`config.mk`:
```
export PLATFORM = sky130hd
export DESIGN_NAME = pfc_flash_host
export DESIGN_NICKNAME = d
export VERILOG_FILES = /design/src/pfc_pkg.sv /design/src/pfc_flash_host.sv /design/src/pfc_sector_mem.sv
export VERILOG_INCLUDE_DIRS = /design/src
export SDC_FILE = /design/constraint.sdc
export NUM_CORES = 1
export LEC_CHECK = 0
export ABC_AREA = 1
export BUFFER_PORTS_ARGS = -buffer_cell sky130_fd_sc_hd__buf_2
export CAP_MARGIN = 0
export CORE_ASPECT_RATIO = 1.25
export CORE_MARGIN = 4
export CORE_UTILIZATION = 30
export CTS_CLUSTER_SIZE = 10
export DETAILED_ROUTE_END_ITERATION = 10
export SLEW_MARGIN = 20
export SYNTH_ARGS = -nofsm -noshare
export SYNTH_HDL_FRONTEND = slang
export SYNTH_SLANG_ARGS = --single-unit
```
`constraint.sdc`:
```
create_clock -name ref_clk -period 4.91 [get_ports ref_clk]
set_input_delay 0.491 -clock ref_clk [delete_from_list [all_inputs] [get_ports ref_clk]]
set_output_delay 0.491 -clock ref_clk [all_outputs]
set_load 0.02 [all_outputs]
```
`src/pfc_defs.svh`:
```
`ifndef PFC_DEFS_SVH
`define PFC_DEFS_SVH
// ----------------------------------------
// clock and array geometry
// ----------------------------------------
`define PFC_CLK_NS 50
`define PFC_ADDR_W 17
`define PFC_SECTOR_BYTES 128
`define PFC_SECTOR_COUNT 1024
`define PFC_SECTOR_LSB 7
// ----------------------------------------
// timing figures and derived cycle counts
// ----------------------------------------
`define PFC_LOAD_WINDOW_US 150
`define PFC_LOAD_WINDOW_CYC ((`PFC_LOAD_WINDOW_US * 1000) / `PFC_CLK_NS)
`define PFC_GLITCH_NS 15
`define PFC_WE_LOW_CYC (((`PFC_GLITCH_NS + `PFC_CLK_NS - 1) / `PFC_CLK_NS) + 1)
`define PFC_ACCESS_NS 120
`define PFC_ACCESS_CYC ((`PFC_ACCESS_NS + `PFC_CLK_NS - 1) / `PFC_CLK_NS)
`define PFC_SYNC_CYC 3
`define PFC_PROG_MS 20
`define PFC_PROG_CYC ((`PFC_PROG_MS * 1000000) / `PFC_CLK_NS)
// ----------------------------------------
// boot blocks, lock detection, status bits
// ----------------------------------------
`define PFC_BOOT_LO_BASE 17'h00000
`define PFC_BOOT_HI_BASE 17'h1e000
`define PFC_LOCK_LO_DET 17'h00002
`define PFC_LOCK_HI_DET 17'h1fff2
`define PFC_LOCK_OPEN 8'hfe
`define PFC_LOCK_SET 8'hff
`define PFC_POLL_BIT 7
`define PFC_TOGGLE_BIT 6
`define PFC_ID_HV_BIT 9
`endif

```
`src/pfc_pkg.sv`:
```
package pfc_pkg;
    // operations the controller carries out
    typedef enum logic [2:0] {
        PFC_OP_READ,
        PFC_OP_PROGRAM,
        PFC_OP_CHIP_ERASE,
        PFC_OP_LOCK_LOW,
        PFC_OP_LOCK_HIGH,
        PFC_OP_ID_ENTRY,
        PFC_OP_ID_EXIT,
        PFC_OP_HW_ID
    } pfc_op_t;
    // user request
    typedef struct packed {
        pfc_op_t op;
        logic [16:0] addr;
    } pfc_req_t;
    // user answer
    typedef struct packed {
        logic [7:0] data;
        logic err;
        logic locked;
    } pfc_rsp_t;
    // one bus write: address and data
    typedef struct packed {
        logic [16:0] addr;
        logic [7:0] data;
    } pfc_wr_t;
    // pins driven toward the flash
    typedef struct packed {
        logic [16:0] addr;
        logic chipSelN;
        logic outEnN;
        logic writeStrobeN;
        logic [7:0] dataOut;
        logic dataOe;
        logic idHighVoltageEn;
    } pfc_pins_t;
endpackage

```
`src/pfc_flash_host.sv`:
```
// How it works
// - three command writes open every sector program
// - load: strobe low pulse, select low, enable high
// - next load falls within 150 us window
// - sector address steady, bytes any order
// - host waits for completion before next access
// - seven command writes lock a boot block
// - hardware id: high voltage pin, bit 0 selects
`include "pfc_defs.svh"
module pfc_flash_host #(
    parameter int PROG_TIMEOUT_CYC = `PFC_PROG_CYC,
    parameter int WE_LOW_CYC = `PFC_WE_LOW_CYC,
    parameter logic [16:0] CMD_ADDR_A = 17'h00aaa,
    parameter logic [16:0] CMD_ADDR_B = 17'h00555,
    parameter logic [7:0] CMD_DATA_A = 8'h11,
    parameter logic [7:0] CMD_DATA_B = 8'h22,
    parameter logic [7:0] CODE_PROG = 8'h33,
    parameter logic [7:0] CODE_ERASE = 8'h44,
    parameter logic [7:0] CODE_ERASE_FINAL = 8'h55,
    parameter logic [7:0] CODE_LOCK = 8'h66,
    parameter logic [7:0] CODE_LOCK_FINAL = 8'h77,
    parameter logic [7:0] CODE_ID_ENTRY = 8'h88,
    parameter logic [7:0] CODE_ID_EXIT = 8'h99
) (
    // clock, reset, enable
    input wire logic ref_clk,
    input wire logic nrst,
    input wire logic clkEn,
    // sector buffer fill
    input wire logic fillValid,
    output logic fillReady,
    input wire logic [6:0] fillIndex,
    input wire logic [7:0] fillData,
    // request and answer
    input wire logic reqValid,
    output logic reqReady,
    input wire pfc_pkg::pfc_req_t req,
    output logic rspValid,
    output pfc_pkg::pfc_rsp_t rsp,
    // flash pins
    output pfc_pkg::pfc_pins_t pins,
    input wire logic [7:0] dataIn
);
    // ----------------------------------------
    // cycle counts of one bus access
    // ----------------------------------------
    localparam int WR_END = WE_LOW_CYC + 2;
    localparam int RD_SAMPLE = `PFC_ACCESS_CYC + `PFC_SYNC_CYC + 1;
    localparam int RD_END = RD_SAMPLE + 1;
    localparam int TW = $clog2(PROG_TIMEOUT_CYC + 1);

    // refuse settings the sequencer cannot serve
    if (WE_LOW_CYC < 1 || WE_LOW_CYC * `PFC_CLK_NS <= `PFC_GLITCH_NS) begin : g_chk_pulse
        $error("write strobe pulse too short");
    end
    if ((WR_END + 1) * 2 >= `PFC_LOAD_WINDOW_CYC) begin : g_chk_window
        $error("byte load spacing exceeds load window");
    end
    if (PROG_TIMEOUT_CYC < 2) begin : g_chk_timeout
        $error("program timeout too short");
    end

    typedef enum logic [2:0] {S_IDLE, S_CMD, S_LOAD, S_POLL, S_READ, S_RESP} pfc_state_t;

    // ----------------------------------------
    // state
    // ----------------------------------------
    pfc_state_t state_r, state_nxt;
    pfc_pkg::pfc_req_t req_r; // latched request
    logic [3:0] cnt_r; // phase within one access
    logic [2:0] step_r; // command write index
    logic [6:0] idx_r; // byte within sector
    logic [7:0] lastData_r; // last loaded byte
    logic [7:0] prevRead_r; // previous polling read
    logic havePrev_r; // a polling read already taken
    logic [TW-1:0] tmo_r; // polling time budget
    logic [7:0] memData; // buffered byte for current index
    logic [7:0] pinData; // filtered data pins
    pfc_pkg::pfc_pins_t pinsNxt;

    // ----------------------------------------
    // command sequence decode
    // ----------------------------------------
    // length of the command prefix of an operation
    function automatic logic [2:0] seqLen(input pfc_pkg::pfc_op_t op);
        case (op)
            pfc_pkg::PFC_OP_CHIP_ERASE: seqLen = 3'h6;
            pfc_pkg::PFC_OP_LOCK_LOW, pfc_pkg::PFC_OP_LOCK_HIGH: seqLen = 3'h7;
            default: seqLen = 3'h3;
        endcase
    endfunction

    // address and data of one command write
    function automatic pfc_pkg::pfc_wr_t seqWord(input pfc_pkg::pfc_op_t op,
                                                 input logic [2:0] step);
        logic [7:0] code;
        logic isLock;
        isLock = (op == pfc_pkg::PFC_OP_LOCK_LOW) || (op == pfc_pkg::PFC_OP_LOCK_HIGH);
        case (op)
            pfc_pkg::PFC_OP_PROGRAM: code = CODE_PROG;
            pfc_pkg::PFC_OP_CHIP_ERASE: code = (step < 3'h3) ? CODE_ERASE : CODE_ERASE_FINAL;
            pfc_pkg::PFC_OP_ID_ENTRY: code = CODE_ID_ENTRY;
            pfc_pkg::PFC_OP_ID_EXIT: code = CODE_ID_EXIT;
            default: code = CODE_LOCK;
        endcase
        if (isLock && step == 3'h6) begin
            // last lock write names the block
            seqWord.addr = (op == pfc_pkg::PFC_OP_LOCK_LOW) ?
                           `PFC_BOOT_LO_BASE : `PFC_BOOT_HI_BASE;
            seqWord.data = CODE_LOCK_FINAL;
        end else if (step == 3'h0 || step == 3'h3) begin
            seqWord.addr = CMD_ADDR_A;
            seqWord.data = CMD_DATA_A;
        end else if (step == 3'h1 || step == 3'h4) begin
            seqWord.addr = CMD_ADDR_B;
            seqWord.data = CMD_DATA_B;
        end else begin
            seqWord.addr = CMD_ADDR_A;
            seqWord.data = code;
        end
    endfunction

    // ----------------------------------------
    // named decode wires
    // ----------------------------------------
    wire pfc_pkg::pfc_wr_t cmdWord = seqWord(req_r.op, step_r);
    wire [16:0] loadAddr = {req_r.addr[16:`PFC_SECTOR_LSB], idx_r};
    wire [16:0] pollAddr = (req_r.op == pfc_pkg::PFC_OP_PROGRAM) ? loadAddr : req_r.addr;
    wire isWrite = (state_r == S_CMD) || (state_r == S_LOAD);
    wire isRead = (state_r == S_POLL) || (state_r == S_READ);
    wire wrDone = isWrite && (cnt_r == 4'(WR_END));
    wire rdSample = isRead && (cnt_r == 4'(RD_SAMPLE));
    wire rdDone = isRead && (cnt_r == 4'(RD_END));
    wire lastCmd = (step_r == seqLen(req_r.op) - 3'h1);
    wire lastByte = (idx_r == 7'h7f);
    wire toggleStill = havePrev_r &&
        (prevRead_r[`PFC_TOGGLE_BIT] == pinData[`PFC_TOGGLE_BIT]);
    wire pollTrue = (req_r.op != pfc_pkg::PFC_OP_PROGRAM) ||
        (pinData[`PFC_POLL_BIT] == lastData_r[`PFC_POLL_BIT]);
    wire pollDone = rdSample && toggleStill && pollTrue;
    wire timedOut = (tmo_r == '0);
    wire isHwId = (req_r.op == pfc_pkg::PFC_OP_HW_ID);
    wire isLockDet = (req_r.addr == `PFC_LOCK_LO_DET) || (req_r.addr == `PFC_LOCK_HI_DET);
    wire needsPoll = (req_r.op == pfc_pkg::PFC_OP_CHIP_ERASE) ||
        (req_r.op == pfc_pkg::PFC_OP_LOCK_LOW) || (req_r.op == pfc_pkg::PFC_OP_LOCK_HIGH);

    // handshakes
    assign reqReady = (state_r == S_IDLE);
    assign fillReady = (state_r == S_IDLE); // buffer frozen while a sector loads

    // ----------------------------------------
    // sector buffer
    // ----------------------------------------
    pfc_sector_mem #(
        .WIDTH(8),
        .DEPTH(`PFC_SECTOR_BYTES)
    ) u_mem (
        .ref_clk(ref_clk),
        .clkEn(clkEn),
        .wrEn(fillValid && fillReady),
        .wrAddr(fillIndex),
        .wrData(fillData),
        .rdAddr(idx_r),
        .rdData(memData)
    );

    // ----------------------------------------
    // data pin synchroniser and filter
    // ----------------------------------------
    for (genvar b = 0; b < 8; b++) begin : g_sync
        logic s1, s2, s3, f;
        // three stages, change taken when last two agree
        always_ff @(posedge ref_clk or negedge nrst) begin
            if (!nrst) begin
                {s1, s2, s3, f} <= 4'h0;
            end else if (clkEn) begin
                s1 <= dataIn[b];
                s2 <= s1;
                s3 <= s2;
                if (s2 == s3) begin
                    f <= s3;
                end
            end
        end
        assign pinData[b] = f;
    end

    // ----------------------------------------
    // next state
    // ----------------------------------------
    always_comb begin
        state_nxt = state_r;
        case (state_r)
            S_IDLE: begin
                if (reqValid) begin
                    // reads go straight out, the rest open with commands
                    if (req.op == pfc_pkg::PFC_OP_READ || req.op == pfc_pkg::PFC_OP_HW_ID) begin
                        state_nxt = S_READ;
                    end else begin
                        state_nxt = S_CMD;
                    end
                end
            end
            S_CMD: begin
                if (wrDone && lastCmd) begin
                    if (req_r.op == pfc_pkg::PFC_OP_PROGRAM) begin
                        state_nxt = S_LOAD;
                    end else if (needsPoll) begin
                        state_nxt = S_POLL;
                    end else begin
                        state_nxt = S_RESP;
                    end
                end
            end
            S_LOAD: begin
                // all 128 bytes go in, so none falls back to ones
                if (wrDone && lastByte) begin
                    state_nxt = S_POLL;
                end
            end
            S_POLL: begin
                if (pollDone || (rdDone && timedOut)) begin
                    state_nxt = S_RESP;
                end
            end
            S_READ: begin
                if (rdDone) begin
                    state_nxt = S_RESP;
                end
            end
            S_RESP: state_nxt = S_IDLE;
            default: state_nxt = S_IDLE;
        endcase
    end

    // ----------------------------------------
    // pin drive pattern
    // ----------------------------------------
    always_comb begin
        pinsNxt = '{addr: 17'h00000, chipSelN: 1'b1, outEnN: 1'b1, writeStrobeN: 1'b1,
                    dataOut: 8'h00, dataOe: 1'b0, idHighVoltageEn: 1'b0};
        if (isWrite && cnt_r != 4'h0) begin
            // strobe low between setup and hold, enable kept high
            pinsNxt.addr = (state_r == S_LOAD) ? loadAddr : cmdWord.addr;
            pinsNxt.dataOut = (state_r == S_LOAD) ? memData : cmdWord.data;
            pinsNxt.dataOe = 1'b1;
            pinsNxt.chipSelN = 1'b0;
            pinsNxt.writeStrobeN = !(cnt_r >= 4'h2 && cnt_r < 4'(WR_END));
        end else if (isRead && cnt_r < 4'(RD_SAMPLE)) begin
            // read: strobe high, select and enable low, data lines released
            pinsNxt.addr = isHwId ? {16'h0000, req_r.addr[0]} : pollAddr;
            pinsNxt.chipSelN = 1'b0;
            pinsNxt.outEnN = 1'b0;
            pinsNxt.idHighVoltageEn = isHwId;
        end
    end

    // ----------------------------------------
    // registers
    // ----------------------------------------
    always_ff @(posedge ref_clk or negedge nrst) begin
        if (!nrst) begin
            state_r <= S_IDLE;
            req_r <= '{op: pfc_pkg::PFC_OP_READ, addr: 17'h00000};
            cnt_r <= 4'h0;
            step_r <= 3'h0;
            idx_r <= 7'h00;
            lastData_r <= 8'h00;
            prevRead_r <= 8'h00;
            havePrev_r <= 1'b0;
            tmo_r <= '0;
            pins <= '{addr: 17'h00000, chipSelN: 1'b1, outEnN: 1'b1, writeStrobeN: 1'b1,
                      dataOut: 8'h00, dataOe: 1'b0, idHighVoltageEn: 1'b0};
            rspValid <= 1'b0;
            rsp <= '{data: 8'h00, err: 1'b0, locked: 1'b0};
        end else if (clkEn) begin
            state_r <= state_nxt;
            pins <= pinsNxt;
            rspValid <= (state_r == S_POLL || state_r == S_READ || state_r == S_CMD) &&
                        (state_nxt == S_RESP);
            if (state_r == S_IDLE && reqValid) begin
                req_r <= req;
                step_r <= 3'h0;
                idx_r <= 7'h00;
            end
            // phase counter restarts at each access end
            cnt_r <= (wrDone || rdDone || state_nxt != state_r) ? 4'h0 : cnt_r + 4'h1;
            if (state_r == S_CMD && wrDone) begin
                step_r <= step_r + 3'h1;
            end
            if (state_r == S_LOAD && wrDone) begin
                // back-to-back loads restart the device window each time
                lastData_r <= memData;
                if (!lastByte) begin
                    idx_r <= idx_r + 7'h01;
                end
            end
            if (state_nxt == S_POLL && state_r != S_POLL) begin
                havePrev_r <= 1'b0;
                tmo_r <= TW'(PROG_TIMEOUT_CYC);
            end else if (state_r == S_POLL) begin
                tmo_r <= timedOut ? tmo_r : tmo_r - TW'(1);
                if (rdSample) begin
                    prevRead_r <= pinData;
                    havePrev_r <= 1'b1;
                end
            end
            if (rdSample) begin
                rsp.data <= pinData;
                rsp.locked <= isLockDet && (pinData == `PFC_LOCK_SET);
            end
            if (state_r == S_POLL && rdDone && timedOut) begin
                rsp.err <= 1'b1;
            end else if (state_r == S_IDLE && reqValid) begin
                rsp.err <= 1'b0;
            end
        end
    end
endmodule

```
`src/pfc_sector_mem.sv`:
```
`include "pfc_defs.svh"
module pfc_sector_mem #(
    parameter int WIDTH = 8,
    parameter int DEPTH = `PFC_SECTOR_BYTES
) (
    // clock
    input wire logic ref_clk,
    input wire logic clkEn,
    // write port
    input wire logic wrEn,
    input wire logic [$clog2(DEPTH)-1:0] wrAddr,
    input wire logic [WIDTH-1:0] wrData,
    // read port, data registered
    input wire logic [$clog2(DEPTH)-1:0] rdAddr,
    output logic [WIDTH-1:0] rdData
);
    // refuse a buffer too small to address
    if (DEPTH < 2 || WIDTH < 1) begin : g_chk_depth
        $error("sector buffer shape not served");
    end
    // storage, no reset needed
    logic [WIDTH-1:0] mem [DEPTH];

    // ----------------------------------------
    // write and registered read
    // ----------------------------------------
    always_ff @(posedge ref_clk) begin
        if (clkEn) begin
            if (wrEn) begin
                mem[wrAddr] <= wrData;
            end
            rdData <= mem[rdAddr];
        end
    end
endmodule

```
Word-level counts from Yosys, hierarchy flattened
Memory sizes are Yosys's and may differ from the RTL's. A register that Yosys moved wholly into a read port is not among the register bits.
Index checks and enable logic that the tools add are counted.
{ "classes": {"add_sub_neg": 5, "multipliers": 0, "div": 0, "n_lt_le_gt_ge": 4, "n_eq_ne": 40, "shifts": 0, "n_mux": 43, "bitwise_logic": 1, "reduce_logical": 63} }
{ "ops": {"columns": ["operator", "n"], "rows": [
  ["two-way mux 19 bit", 4],
  ["two-way mux 17 bit", 3],
  ["two-way mux 25 bit", 2],
  ["case mux 8 bit (4 select lines)", 1],
  ["two-way mux 3 bit", 10],
  ["two-way mux 7 bit", 4],
  ["== test 3 bit (second input constant)", 9],
  ["AND reduction 2 bit", 13],
  ["logical AND 1 bit", 22],
  ["two-way mux 20 bit", 1],
  ["zero test 19 bit", 1],
  ["subtractor 19 x 1 -> 19 bit (second input constant)", 1],
  ["== test 3 x 2 -> 1 bit (second input constant)", 6],
  ["two-way mux 18 bit", 1],
  ["== test 17 bit (second input constant)", 1],
  ["== test 17 x 2 -> 1 bit (second input constant)", 1],
  ["case mux 3 bit (5 select lines)", 1],
  ["logical OR 1 bit", 14],
  ["two-way mux 1 bit", 11],
  ["== test 1 bit", 10],
  ["two-way mux 10 bit", 1],
  ["== test 3 x 1 -> 1 bit (second input constant)", 3],
  ["zero test 3 bit", 3],
  ["== test 4 x 3 -> 1 bit (second input constant)", 2],
  ["26 further kinds", 31]
]} }
{ "word_totals": {"reg_bits": 145, "latch_bits": 0, "mem_bits_rw": 1024, "mem_bits_ro": 0, "input_bits": 48, "output_inout_bits": 43, "word_cells": 210, "memories": 1} }
{ "mem_list": {"columns": ["memory", "words", "word_bits", "read_ports", "rd_ports_with_merged_regs", "write_ports", "line_no", "text"], "rows": [
  ["u_mem.mem", 128, 8, 1, 1, 1, "pfc_sector_mem.sv:22", "logic [WIDTH-1:0] mem [DEPTH];"]
]} }

Depth between registers and ports, before layout
{ "logic_depth": {"word_depth": 12, "ltp_mapped": 15, "mapped_depth_nobuf": 15} }

Modules after synthesis
From an unflattened synthesis, not the netlist that was laid out.
{ "unflattened": {"cells_unflattened": 4419, "area_unflattened_um2": 49200.9} }
{ "modules_own_cells": {"columns": ["module", "n_inst", "cells_per_inst", "area_each_um2", "seq_area_each_um2"], "rows": [
  ["pfc_sector_mem", 1, 3577, 42393.2, 30989.7],
  ["pfc_flash_host", 1, 842, 6807.8, 3306.9]
]} }

Least setup slack after synthesis
OpenSTA, ideal clock, no wires.
{ "synth_path": {"path_kind": "register to register", "start": "register state_r[1]", "end": "memory u_mem.mem[104][0], enable pin", "setup_time_ns": 0.370, "arrival_time_ns": 1.883, "required_time_ns": 4.540, "setup_slack_ns": 2.657, "stages_incl_launch_ff": 9, "n_path_buf": 1, "period_less_slack_ns": 2.253, "cell_sequence": "dfrtp_1 > nor2_1 > nand2_1 > inv_1 > nand3_1 > nor2_1 > nand3_1 > clkbuf_1 > nor2_1"} }
{ "synth_between": {"elab_chain_len": 5} }
{ "synth_rtl": {"columns": ["element", "line_no", "text"], "rows": [
  ["start: declaration", "pfc_flash_host.sv:68", "pfc_state_t state_r, state_nxt;"],
  ["start signal: assignment", "pfc_flash_host.sv:277", "state_r <= state_nxt;"],
  ["zero test 3 bit", "pfc_flash_host.sv:149", "assign fillReady = (state_r == S_IDLE);"],
  ["net fillReady", "pfc_flash_host.sv:31", "output logic fillReady,"],
  ["logical AND 1 bit", "pfc_flash_host.sv:160", ".wrEn(fillValid && fillReady),"],
  ["two-way mux 1 bit", "pfc_sector_mem.sv:29", "if (wrEn) begin"],
  ["two-way mux 1 bit", "pfc_sector_mem.sv:28", "if (clkEn) begin"],
  ["two-way mux 1 bit (implied by the code)", "pfc_sector_mem.sv:30", "mem[wrAddr] <= wrData;"],
  ["end: declaration", "pfc_sector_mem.sv:22", null]
]} }
The timed path passes the listed nets, and every way through them passes these cells.

==> out/metrics.csv <==
stage;metric;value;unit
timing;finalWorstSetupSlack;1.24;ns
layout;instances_no_fill;6170;
flow_run;maxCapViolations;0;
floorplan;die_height;453;um
layout;multi_input_area;11600;um^2
power;power_switching;8.36;mW
layout;final_common_cell;edfxtp_1;
yosys;syn_area_per_cell;11.8;um^2
power;p_seq_share;43.7;%
yosys;synth_compound_area_share;11.4;%
layout;seqCellArea;34300;um^2
timing;fin_crit;3.67;ns
placed_design;dp_hpwl;76200;um
worst_setup_path;critPathKind;register to register;
floorplan;die_area;165000;um^2
yosys;yosysTopAreaCellShare;65.3;%
route;num_vias;31300;
worst_setup_path;startpoint_type;register;
yosys;syn_nets;4066;
route;dr.pass1.iters;5;
timing;drv_slew;0;
timing;whs;0.0280;ns
layout;finish.net_count;4137;
global_route;grt_pass1_vias;30600;
placed_design;gp_congestion;0.820;
power;p_leak;18.3;nW
global_route;grt_first_pass_wirelength;194000;um
yosys;synth_simple_gate_area_share;12.4;%
route;wl_per_cell;21.0;um
cts;max-clock-path-buffers;3;
floorplan;core_area;157000;um^2
timing;fmax;272;MHz
yosys;seq_area_frac_synth;72.3;%
worst_setup_path;regToRegSetupSlack;1.24;ns
power;comb_power_share;21.8;%
route;detail_route.drc_violations;0;
timing;slew_headroom;30.8;%
worst_setup_path;timing.rr.start;idx_r[0];
global_route;overflow;0;
power;total_power;26.4;mW
timing;rsz0062_at_grt;false;
power;switching_share;31.7;%
yosys;synth.area.top_cells;edfxtp_1 (65%), dfrtp_1 (6.8%), nor2_1 (6.8%);
route;via_per_inst;5.08;
cts;clk_pin_slew;0.06;ns
route;ant_nets;0;
cts;cts_htree_levels;4;
layout;drive_gt1_share;8.19;%
timing;finClkSkew;0.0291;ns
worst_setup_path;worstPathMaxFanout;258;
yosys;synth_ff_type;edfxtp_1;
power;clkPwrFrac;34.5;%
power;power_density;488;nW/um^2
layout;syn_to_final_growth;14.0;%
timing;tightest_slew;1.04;ns
yosys;synth_top_family_by_area;simple AND/OR/NAND/NOR gates;
floorplan;core.rowCount;162;
worst_setup_path;startpoint;idx_r[0];
yosys;async_flop_share;11.3;%
cts;cts_resized;0;
layout;final_cell_mix;edfxtp_1 (1032), nor2_1 (852), o21ai_0 (635);
outcome;status;finished clean;
worst_setup_path;reg2reg_to;u_mem.rdData[1];
placed_design;numPortBuffers;90;
global_route;antenna_found_initial;9;
cts;cts_tree;yes;
layout;final_core_util;34.5;%
placed_design;place_inst;5968;
floorplan;ioPinCount;91;
cts;root_buffer;clkbuf_16;
yosys;synth_largest_area_cell;edfxtp_1;
yosys;synth_fa_ha_area_share;0.290;%
placed_design;placed_cell_area;50000;um^2
worst_hold_path;hold_class;primary input to register;
timing;min_period_over_period;74.8;%
route;wirelength;129000;um
yosys;synth_cells;4007;
layout;fillers;15300;
worst_hold_path;worstHoldStart;dataIn[6];
yosys;synth.area.mux_share;0.0422;%
worst_setup_path;cp.arrival;4.18;ns
timing;tns;0;ns
yosys;synth_edf_count;1032;
worst_hold_path;whs_path_depth;3;
cts;clock_latency;0.75;ns
placed_design;pre_cts_ws;1.30;ns
global_route;track_usage;15.3;%
yosys;ys_types;43;
power;ir_drop;474;uV
cts;cts_buffers;135;
cts;numClockSinks;1164;
yosys;synth_area;47500;um^2
yosys;yosysWarningCount;0;
worst_setup_path;cp.required;5.42;ns
layout;postLayoutCellArea;54100;um^2
timing;finalHoldViolCount;0;
global_route;grt_max_degree;259;
worst_setup_path;r2r.worst_path.cells;10;
yosys;synth-seq-cells;1164;
power;internal-power;18.0;mW
floorplan;die_w;364;um
worst_hold_path;hold_end;g_sync[6].s1;
yosys;synth_xor_area_share;0.295;%
floorplan;start_util;30.3;%
worst_setup_path;endpoint_kind;register;
route;drt_first_iter_violations;3196;
timing;setup_viol;0;
cells by family after synthesis:
kind of cell | after synthesis
DFF | 1164
and+or+nand+nor | 1480
xor gates and xnor gates | 16
muxes | 2
buffers and inverters | 360
AOI/OAI and AO/OA | 974
adders and majority gates | 11
critical path, stage by stage, from the launching register on:
cell	delay (ns)
dfrtp_4	0.96
inv_16	0.42
buf_4	0.46
o21ai_0	0.21
o211ai_1	0.15
o211ai_1	0.18
nand3_1	0.29
o21ai_0	0.28
nand2_1	0.12
nand2_1	0.08
nand2_1	0.06
cell type report:
class / instances / share of cell area [%]
diodes: 3 / 0.0139
multi-input cells: 2483 / 21.5
flip-flops and latches: 1164 / 63.4
repair buffers: 178 / 2.37
clock inverters: 15 / 0.551
well taps: 2050 / 4.74
clock buffers: 161 / 6.55
inverters: 116 / 0.840
worst max-delay path by stage:
stage / endpoint / slack [ns] / cells after the start
final: u_mem.rdData[1] / 1.24 / 10
after global routing: u_mem.rdData[2] / 1.07 / 10
after CTS: u_mem.rdData[3] / 1.29 / 10
after detailed placement: u_mem.rdData[3] / 1.30 / 10
after global placement: u_mem.rdData[3] / 1.31 / 10
after floorplan: u_mem.mem[104][0] / 2.66 / 8
flip-flops by register name, summed over array words and instances, names as in the netlist, 3 cells and up:
name          cells
cnt_r             4
g_sync.f          8
g_sync.s1         8
g_sync.s2         8
g_sync.s3         8
idx_r             7
loadAddr         10
pins             30
req_r            10
rsp              10
state_r           3
step_r            3
tmo_r            19
u_mem.mem      1024
u_mem.rdData      8
power by group through the flow:
stage | Combinational (mW) | Sequential (mW) | Clock (mW)
after floorplan | 3.92 | 11.6 | 0
after global placement | 5.69 | 11.7 | 0
after detailed placement | 5.75 | 11.7 | 0
after CTS | 5.79 | 11.5 | 9.25
after global routing | 6.43 | 11.6 | 9.64
final | 5.76 | 11.5 | 9.10
what timing repair did:
item | 4_1_cts | 5_1_grt
endpoints found under the hold margin | 121 | 0
hold buffers | 23 | 0
buffers inserted | 0 | 0
endpoints found under the setup margin | 0 | 0
routing by layer:
| metal | wire [um] | track usage [%] |
|---|---|---|
| met5 | 36 | 0 |
| met4 | 4230 | 5.37 |
| met3 | 7930 | 2.93 |
| met2 | 64900 | 26.6 |
| met1 | 52400 | 19.1 |
synth_stat cells, types with 2 or more instances:
library cell,count
o22ai_1,152
clkbuf_1,149
nor4_1,8
clkinv_1,4
a31oi_1,9
inv_1,108
dfstp_2,3
o211ai_1,93
o31ai_1,9
buf_2,64
ha_1,11
o221ai_1,18
o21ai_1,12
a21oi_1,42
nor2_2,2
mux2i_1,2
buf_4,17
nand4_1,24
nor3_1,7
nand3_1,151
buf_6,6
nor2_1,854
nand2_1,417
dfrtp_1,129
nand2_2,4
edfxtp_1,1032
xnor2_1,6
nand3b_1,3
inv_2,3
or2_2,5
buf_1,8
o21ai_0,635
xor2_1,10
Power figures use the tool's default switching activity.
